===== config.mk =====
export PLATFORM = sky130hd
export DESIGN_NAME = adc_core_offset_trim_regs
export DESIGN_NICKNAME = d
export VERILOG_FILES = /design/src/shared/offset_trim_pkg.sv /design/src/design/adc_core_offset_trim_regs.sv /design/src/design/sticky_flag.sv /design/src/design/trim_word_reg.sv
export VERILOG_INCLUDE_DIRS = /design/src /design/src/shared
export SDC_FILE = /design/constraint.sdc
export NUM_CORES = 1
export LEC_CHECK = 0
export BUFFER_PORTS_ARGS = -buffer_cell sky130_fd_sc_hd__clkbuf_2
export CORE_UTILIZATION = 45
export DETAILED_ROUTE_END_ITERATION = 10
export MAX_ROUTING_LAYER = met4
export PLACE_DENSITY = 0.75
export SETUP_SLACK_MARGIN = 0.1
export SKIP_CTS_REPAIR_TIMING = 1
export SLEW_MARGIN = 20
export SYNTH_ARGS = -nofsm -noshare
export SYNTH_HDL_FRONTEND = slang
export SYNTH_SLANG_ARGS = --single-unit

===== constraint.sdc =====
create_clock -name clk_sys -period 7.1 [get_ports clk_sys]
set_input_delay 0.355 -clock clk_sys [delete_from_list [all_inputs] [get_ports clk_sys]]
set_output_delay 0.355 -clock clk_sys [all_outputs]
set_load 0.01 [all_outputs]

===== src/shared/offset_trim_consts.svh =====
`ifndef OFFSET_TRIM_CONSTS_SVH
`define OFFSET_TRIM_CONSTS_SVH

// Register port widths
`define TRIM_ADDR_W 8
`define TRIM_DATA_W 16
`define TRIM_VAL_W 12

// Trim word field layout
`define TRIM_VAL_MSB 11
`define TRIM_VAL_LSB 0
`define TRIM_RSV_MSB 15
`define TRIM_RSV_LSB 12
`define TRIM_RSV_RESET 4'h0

// Byte addresses of the trim words
`define ADDR_CORE0_SECOND 8'h8C
`define ADDR_CORE1_FIRST 8'h8E
`define ADDR_CORE1_SECOND 8'h90
`define ADDR_CORE2_FIRST 8'h92

// Calibration status word and its fields
`define ADDR_CAL_STATUS 8'hA0
`define STAT_FG_RUNNING 0
`define STAT_BG_ENABLE 1
`define STAT_BG_OS_ENABLE 2
`define STAT_OS_ENABLE 3
`define STAT_FOREGROUND_CAL_DONE_FLAG 4
`define STAT_CAL_PAUSED 5
`define STAT_WRITE_IN_CAL 8
`define STAT_READ_NOT_READY 9

// Default factory trim
`define FACTORY_TRIM_DEFAULT 12'h000

`endif


===== src/shared/offset_trim_pkg.sv =====
`default_nettype none

package offset_trim_pkg;

   // Offset values as applied to the four core and input pairs
   typedef struct packed {
      logic [11:0] core0_second;
      logic [11:0] core1_first;
      logic [11:0] core1_second;
      logic [11:0] core2_first;
   } trim_values_t;

   // Calibration state seen from the calibration engine
   typedef struct packed {
      logic fg_running;
      logic background_cal_enable;
      logic background_offset_cal_enable;
      logic offset_cal_enable;
      logic foreground_cal_done_flag;
      logic cal_paused_flag;
   } cal_state_t;

   // Register port request
   typedef struct packed {
      logic [7:0] addr;
      logic [15:0] wdata;
      logic wr;
      logic rd;
   } reg_req_t;

endpackage : offset_trim_pkg

`default_nettype wire


===== src/design/adc_core_offset_trim_regs.sv =====
// Operation
// - Each trim word: unsigned 12-bit value low, four reserved read/write bits reset zero.
// - Word at 0x08C trims first core while it samples second input.
// - Word at 0x08E trims second core while it samples first input.
// - Word at 0x090 trims second core while it samples second input.
// - Word at 0x092 trims third core sampling first input, same layout.
// - After reset value holds factory trim, readable and overwritable by software.
//
// The implementer's own choice: the plain strobed port.
`timescale 1ns/1ps
`default_nettype none
`include "offset_trim_consts.svh"

module adc_core_offset_trim_regs #(
   parameter logic [11:0] FACTORY_CORE0_SECOND = `FACTORY_TRIM_DEFAULT,
   parameter logic [11:0] FACTORY_CORE1_FIRST = `FACTORY_TRIM_DEFAULT,
   parameter logic [11:0] FACTORY_CORE1_SECOND = `FACTORY_TRIM_DEFAULT,
   parameter logic [11:0] FACTORY_CORE2_FIRST = `FACTORY_TRIM_DEFAULT
) (
   // Clock and reset
   input wire logic clk_sys,
   input wire logic reset,
   // Register port
   input wire offset_trim_pkg::reg_req_t reg_req,
   output logic [15:0] reg_rdata_r,
   // Calibration engine state
   input wire offset_trim_pkg::cal_state_t cal_state,
   // Second core input choice, high while it samples the second input
   input wire logic core1_on_second_input,
   // Offsets to the cores
   output offset_trim_pkg::trim_values_t trim_values,
   output logic [11:0] core1_applied_offset_r
);

   logic [15:0] word_core0_second;
   logic [15:0] word_core1_first;
   logic [15:0] word_core1_second;
   logic [15:0] word_core2_first;
   logic sel_core0_second;
   logic sel_core1_first;
   logic sel_core1_second;
   logic sel_core2_first;
   logic sel_status;
   logic trim_hit;
   logic unsafe_write;
   logic unsafe_read;
   logic write_in_cal_r;
   logic read_not_ready_r;
   logic clr_write_in_cal;
   logic clr_read_not_ready;
   logic [15:0] status_word;
   logic [15:0] reg_rdata_nxt;
   logic [11:0] core1_applied_offset_nxt;

   // Address decode, 16-bit word at each of five even byte addresses
   always_comb
   begin
      sel_core0_second = (reg_req.addr == `ADDR_CORE0_SECOND);
      sel_core1_first = (reg_req.addr == `ADDR_CORE1_FIRST);
      sel_core1_second = (reg_req.addr == `ADDR_CORE1_SECOND);
      sel_core2_first = (reg_req.addr == `ADDR_CORE2_FIRST);
      sel_status = (reg_req.addr == `ADDR_CAL_STATUS);
      trim_hit = sel_core0_second | sel_core1_first | sel_core1_second | sel_core2_first;
   end

   // Trim words, reset to factory values
   trim_word_reg #(
      .RESET_VAL(FACTORY_CORE0_SECOND)
   ) u_core0_second (
      .clk_sys(clk_sys),
      .reset(reset),
      .wr_en(reg_req.wr & sel_core0_second),
      .wr_data(reg_req.wdata),
      .word_r(word_core0_second)
   );

   trim_word_reg #(
      .RESET_VAL(FACTORY_CORE1_FIRST)
   ) u_core1_first (
      .clk_sys(clk_sys),
      .reset(reset),
      .wr_en(reg_req.wr & sel_core1_first),
      .wr_data(reg_req.wdata),
      .word_r(word_core1_first)
   );

   trim_word_reg #(
      .RESET_VAL(FACTORY_CORE1_SECOND)
   ) u_core1_second (
      .clk_sys(clk_sys),
      .reset(reset),
      .wr_en(reg_req.wr & sel_core1_second),
      .wr_data(reg_req.wdata),
      .word_r(word_core1_second)
   );

   trim_word_reg #(
      .RESET_VAL(FACTORY_CORE2_FIRST)
   ) u_core2_first (
      .clk_sys(clk_sys),
      .reset(reset),
      .wr_en(reg_req.wr & sel_core2_first),
      .wr_data(reg_req.wdata),
      .word_r(word_core2_first)
   );

   // Value fields straight to the cores
   assign trim_values.core0_second = word_core0_second[`TRIM_VAL_MSB:`TRIM_VAL_LSB];
   assign trim_values.core1_first = word_core1_first[`TRIM_VAL_MSB:`TRIM_VAL_LSB];
   assign trim_values.core1_second = word_core1_second[`TRIM_VAL_MSB:`TRIM_VAL_LSB];
   assign trim_values.core2_first = word_core2_first[`TRIM_VAL_MSB:`TRIM_VAL_LSB];

   // Accesses software should avoid in the current calibration state
   always_comb
   begin
      unsafe_write = cal_state.fg_running
                   | (cal_state.background_cal_enable
                      & cal_state.background_offset_cal_enable);
      unsafe_read = (cal_state.offset_cal_enable
                     & ~cal_state.background_offset_cal_enable
                     & ~cal_state.foreground_cal_done_flag)
                  | (cal_state.background_cal_enable
                     & cal_state.background_offset_cal_enable
                     & ~cal_state.cal_paused_flag);
      clr_write_in_cal = reg_req.wr & sel_status & reg_req.wdata[`STAT_WRITE_IN_CAL];
      clr_read_not_ready = reg_req.wr & sel_status & reg_req.wdata[`STAT_READ_NOT_READY];
   end

   // Sticky record of a trim write during calibration
   sticky_flag u_write_in_cal (
      .clk_sys(clk_sys),
      .reset(reset),
      .set_pulse(reg_req.wr & trim_hit & unsafe_write),
      .clr_pulse(clr_write_in_cal),
      .flag_r(write_in_cal_r)
   );

   // Sticky record of a trim read before results are settled
   sticky_flag u_read_not_ready (
      .clk_sys(clk_sys),
      .reset(reset),
      .set_pulse(reg_req.rd & trim_hit & unsafe_read),
      .clr_pulse(clr_read_not_ready),
      .flag_r(read_not_ready_r)
   );

   // Calibration status word
   always_comb
   begin
      status_word = 16'h0000;
      status_word[`STAT_FG_RUNNING] = cal_state.fg_running;
      status_word[`STAT_BG_ENABLE] = cal_state.background_cal_enable;
      status_word[`STAT_BG_OS_ENABLE] = cal_state.background_offset_cal_enable;
      status_word[`STAT_OS_ENABLE] = cal_state.offset_cal_enable;
      status_word[`STAT_FOREGROUND_CAL_DONE_FLAG] = cal_state.foreground_cal_done_flag;
      status_word[`STAT_CAL_PAUSED] = cal_state.cal_paused_flag;
      status_word[`STAT_WRITE_IN_CAL] = write_in_cal_r;
      status_word[`STAT_READ_NOT_READY] = read_not_ready_r;
   end

   // Read mux, data valid only in the cycle after the strobe
   always_comb
   begin
      reg_rdata_nxt = 16'h0000;
      if (reg_req.rd)
      begin
         if (sel_core0_second)
         begin
            reg_rdata_nxt = word_core0_second;
         end
         else if (sel_core1_first)
         begin
            reg_rdata_nxt = word_core1_first;
         end
         else if (sel_core1_second)
         begin
            reg_rdata_nxt = word_core1_second;
         end
         else if (sel_core2_first)
         begin
            reg_rdata_nxt = word_core2_first;
         end
         else if (sel_status)
         begin
            reg_rdata_nxt = status_word;
         end
      end
   end

   // Offset for the second core follows its input choice
   always_comb
   begin
      if (core1_on_second_input)
      begin
         core1_applied_offset_nxt = trim_values.core1_second;
      end
      else
      begin
         core1_applied_offset_nxt = trim_values.core1_first;
      end
   end

   // Output registers
   always_ff @(posedge clk_sys or posedge reset)
   begin
      if (reset)
      begin
         reg_rdata_r <= 16'h0000;
         core1_applied_offset_r <= 12'h000;
      end
      else
      begin
         reg_rdata_r <= reg_rdata_nxt;
         core1_applied_offset_r <= core1_applied_offset_nxt;
      end
   end
endmodule : adc_core_offset_trim_regs

`default_nettype wire


===== src/design/sticky_flag.sv =====
`timescale 1ns/1ps
`default_nettype none

module sticky_flag (
   // Clock and reset
   input wire logic clk_sys,
   input wire logic reset,
   // Events
   input wire logic set_pulse,
   input wire logic clr_pulse,
   // Flag
   output logic flag_r
);

   logic flag_nxt;

   // Set wins over a clear in the same cycle
   always_comb
   begin
      flag_nxt = set_pulse | (flag_r & ~clr_pulse);
   end

   // Flag storage
   always_ff @(posedge clk_sys or posedge reset)
   begin
      if (reset)
      begin
         flag_r <= 1'b0;
      end
      else
      begin
         flag_r <= flag_nxt;
      end
   end

endmodule : sticky_flag

`default_nettype wire


===== src/design/trim_word_reg.sv =====
`timescale 1ns/1ps
`default_nettype none
`include "offset_trim_consts.svh"

module trim_word_reg #(
   parameter logic [11:0] RESET_VAL = `FACTORY_TRIM_DEFAULT
) (
   // Clock and reset
   input wire logic clk_sys,
   input wire logic reset,
   // Write side
   input wire logic wr_en,
   input wire logic [15:0] wr_data,
   // Stored word
   output logic [15:0] word_r
);

   logic [15:0] word_nxt;

   // Whole word is writable, reserved nibble included
   always_comb
   begin
      word_nxt = word_r;
      if (wr_en)
      begin
         word_nxt = wr_data;
      end
   end

   // Reserved nibble resets to zero, value to the factory trim
   always_ff @(posedge clk_sys or posedge reset)
   begin
      if (reset)
      begin
         word_r <= {`TRIM_RSV_RESET, RESET_VAL};
      end
      else
      begin
         word_r <= word_nxt;
      end
   end

endmodule : trim_word_reg

`default_nettype wire


== Word level (Yosys, flattened, before mapping) ==
Cells that the tools add are included.

* Flip-flop bits (word level): 94
* RAM bits: 0
* Output and inout bits: 76
* Memories: 0
* Bits in read-only memories: 0
* Bits in latches: 0

* Shifts and indexed selects: 0
* Add/sub/neg operators: 0
* Multiply operators: 0
* Bitwise operators: 29
* $lt $le $gt $ge: 0
* Div/mod/pow operators: 0
* Equality and inequality tests: 5
* Mux-type cells: 7
* Reductions and logical operators: 0

{| class="wikitable"
|+ Operators with widths
! kind !! count
|-
| 16-bit 2-to-1 mux || 5
|-
| 8-bit equality test, second input constant || 5
|-
| 1-bit AND || 17
|-
| 12-bit 2-to-1 mux || 1
|-
| 10-bit 2-to-1 mux || 1
|-
| 1-bit bitwise OR || 7
|-
| 1-bit inverter || 5
|}

== Logic depth before layout (Yosys ltp) ==
* Depth after elaboration: 7
* Gate-level depth with buffers: 5
* Depth with buffers taken out: 3

== Cells and area by module ==
Synthesis repeated with hierarchy kept, for this count alone.

* Cell total of the unflattened synthesis: 334
* Area, all modules: 4616.9 um^2

{| class="wikitable"
|+ By module, submodules not included
! module !! cells each !! times used !! area each (um^2)
|-
| trim_word_reg || 35 || 4 || 653.1
|-
| adc_core_offset_trim_regs || 186 || 1 || 1924.3
|-
| sticky_flag || 4 || 2 || 40.0
|}

== Worst setup path after synthesis ==
Ideal clock, no wire load.

* Path kind: input port to flip-flop
* Start point: in reg_req[18] (netlist bit)
* End point: reg u_core2_first.word_r[0]
* Stages: 5
* Required time: 6975 ps
* Slack: 5303 ps
* Path buffers: 2
* Library setup time: 125 ps
* Arrival: 1672 ps
* Path through: or3_1 buf_6 nor3_4 buf_12 mux2_4

* Cells in the longest elaborated chain, start to end: 2

{| class="wikitable"
|+ RTL lines
! element !! line !! source
|-
| start: declaration || adc_core_offset_trim_regs.sv:24 || <nowiki>input wire offset_trim_pkg::reg_req_t reg_req,</nowiki>
|-
| 8-bit equality test (no line) || - ||
|-
| 1-bit AND || adc_core_offset_trim_regs.sv:102 || <nowiki>.wr_en(reg_req.wr & sel_core2_first),</nowiki>
|-
| end signal: assignment || trim_word_reg.sv:35 || <nowiki>word_r <= {`TRIM_RSV_RESET, RESET_VAL};</nowiki>
|-
| end signal: assignment || trim_word_reg.sv:39 || <nowiki>word_r <= word_nxt;</nowiki>
|-
| end: declaration || trim_word_reg.sv:15 || <nowiki>output logic [15:0] word_r</nowiki>
|}

No other way between the ends.
A chain may end at the register's enable or synchronous reset.

== Worst setup path in the final report ==
* Start point: in reg_req[19] (netlist bit)
* End point: reg u_core2_first.word_r[6]

Same word-level chain as after synthesis.

==> results.py <==
metrics = {
    "status": {
        "outcome": "finished clean",
    },
    "clock_network": {
        "cts_buffer_depth": 2,
        "path_clk_slew_ns": 0.08,
        "cts_tree": "built",
        "root_buffer": "clkbuf_8",
        "cts.sinks": 94,
        "numCtsBuffers": 9,
        "clk-insertion-delay-late_ns": 0.35,
        "htreeDepth": 3,
    },
    "setup_path": {
        "crit_path_start": "reg_req[19]",
        "reg2reg_depth": 3,
        "worstPathMaxFanout": 27,
        "setup.worst_path.start_class": "input pin",
        "timing_worst_setup_path_type": "in -> reg",
        "cp_data_arrival_time_ns": 2.62,
        "r2r_start": "u_core2_first.word_r[2]",
        "cp-end-kind": "flop",
        "reg2reg_slack_ns": 5.98,
        "cp.required_ns": 7.34,
    },
    "finish": {
        "layout-drive-gt1-share": 0.579,
        "instances_no_fill": 523,
        "mostFrequentLayoutCell": "clkbuf_2",
        "mostFrequentLayoutCells": "110 x clkbuf_2, 94 x dfrtp_1, 74 x mux2_2",
        "syn_to_final_growth_pct": 11.7,
        "diodes": 0,
        "fin_nets": 421,
    },
    "drt": {
        "drt-wirelength-per-cell_um": 18.7,
        "firstDrtPassIters": 4,
        "drtIter0Drc": 185,
        "vias": 2880,
        "via_per_inst": 5.51,
        "drc": 0,
        "ant_nets": 0,
        "wirelength_mm": 9.79,
    },
    "floorplan": {
        "core_mm2": 0.00977,
        "chipWidth_um": 102,
        "die_area_mm2": 0.0104,
        "start_util": 0.462,
        "rows": 36,
        "io_pins": 111,
        "fp.dieH_um": 102,
    },
    "yosys": {
        "synth_edf_count": 0,
        "ys_top_cells_by_area": "dfrtp_1 52%, mux2_2 18%, buf_4 8.1%, mux2i_1 3.5%, mux2_4 3.3%",
        "synth_area_per_cell_um2": 13.8,
        "synthFlopType": "dfrtp_1",
        "yosys.area_share.simple": 0.0504,
        "synth_seq_cells": 94,
        "synth_top_area_frac": 0.521,
        "synth_cell_type_count": 35,
        "synth-xor-area-share": 0,
        "synth.area.mux_share": 0.253,
        "synth_adder_area_share": 0,
        "synthCells": 327,
        "synth-compound-area-share": 0.0728,
        "yosysWarnings": 0,
        "yosysTopAreaCell": "dfrtp_1",
        "synth_top_family_by_area": "multiplexers",
        "ys_seq_area_frac": 0.521,
        "synthesis.area_mm2": 0.00452,
        "async_reset_ff_frac": 1.00,
        "synth_fp_nets": 362,
    },
    "place": {
        "portBuffers": 110,
        "dp_hpwl_mm": 6.76,
        "placed_cells": 508,
        "place.gp.congestion": 0.759,
    },
    "worst_hold_path": {
        "hold_path_class": "in -> async",
    },
    "sta": {
        "fmax_mhz": 420,
        "tns_ns": 0,
        "setup_viol": 0,
        "holdWs_ns": 0.0199,
        "tightest_slew_ns": 1.03,
        "final_max_slew_viol_count": 0,
        "slew_headroom": 0.309,
        "period_share": 0.335,
        "skew_ns": 0.00356,
        "rsz0062_at_grt": "no",
        "min_period_ns": 2.38,
        "hold_viol_final": 0,
    },
    "grt": {
        "antenna_found_initial": 0,
        "first_global_vias": 2908,
        "groute.usage.overall": 0.205,
        "grt_start_max_net_pins": 62,
        "overflow": 0,
        "grt_pass1_wl_mm": 15.4,
    },
    "power": {
        "p_int_mw": 0.846,
        "swShare": 0.226,
        "power_frac_seq": 0.526,
        "power_density_mw_per_mm2": 217,
        "cellLeakagePower_nw": 2.71,
        "max-vdd-ir-drop_uv": 138,
        "switchingPower_mw": 0.247,
        "p_clk_frac": 0.379,
        "power_frac_comb": 0.095,
    },
    "job": {
        "drv_cap": 0,
    },
}
through the flow:
stage	setup slack [ns]	total power, mW	instance area (µm²)	util
global placement	4.45	0.686	4800	0.491
floorplan	4.30	0.659	4520	-
CTS	4.71	1.10	5040	0.515
global route	4.59	1.13	5040	0.516
finish	4.72	1.09	5040	0.516
detailed placement	4.35	0.689	4800	0.491
power groups by stage:
stage	clock network (mW)	registers, mW	logic (mW)
after CTS	0.423	0.574	0.105
after global routing	0.440	0.577	0.114
after global placement	0	0.584	0.102
after floorplan	0	0.581	0.0780
after detailed placement	0	0.585	0.105
final	0.414	0.574	0.104
critical path, cell delays in order:
cell and delay (ns):
clkbuf_2 0.64, nand2_1 0.32, nor3_4 0.87, mux2_2 0.42
logic make-up (layout without fill, tap and decap cells):
family / after synthesis / in the layout
mux: 100 / 100
flops: 94 / 94
compound gates: 37 / 37
simple gates: 30 / 30
buf+inv: 66 / 129
cell usage after synthesis (2+ instances only):
master,n
a32o_1,2
a32oi_1,8
and4bb_2,2
buf_2,7
buf_4,49
clkbuf_1,4
dfrtp_1,94
mux2_2,74
mux2_4,10
mux2i_1,16
nand2_1,2
nand3_1,2
nand3_2,2
nand4_1,2
nand4bb_1,2
nor3_1,9
nor3_4,2
o211a_1,8
o221a_2,8
o22ai_1,9
area by class of cell:
type | instances | area (µm²)
clock buffers | 11 | 141
multi-input cells | 167 | 1720
inverters | 2 | 8.76
clock inverters | 4 | 95.1
repair buffers | 112 | 566
flip-flops and latches | 94 | 2350
fillers | 857 | 4730
well taps | 133 | 166
registers in the layout (all words and copies together), names as in the netlist:
signal	cells
core1_applied_offset_r	12
u_core1_first.word_r	16
u_core2_first.word_r	16
reg_rdata_r	16
u_core0_second.word_r	16
u_core1_second.word_r	16
u_write_in_cal.flag_r	1
u_read_not_ready.flag_r	1
worst paths after layout:
kind                                                 end
worst min register to register     u_write_in_cal.flag_r
worst min-delay path            u_core0_second.word_r[4]
min in group clk_sys            u_core0_second.word_r[7]
max in group asynchronous          u_write_in_cal.flag_r
worst max-delay path             u_core2_first.word_r[6]
worst max register to register            reg_rdata_r[2]
per-layer routing:
layer | track usage | routed length, µm | up-vias
met3 | 0.0451 | 620 | 10
met4 | 0.0571 | 87 | 0
met2 | 0.324 | 4680 | 125
met5 | - | 0 | -
li1 | - | - | 1282
met1 | 0.266 | 4400 | 1463
(Power assumes the default switching activity.)
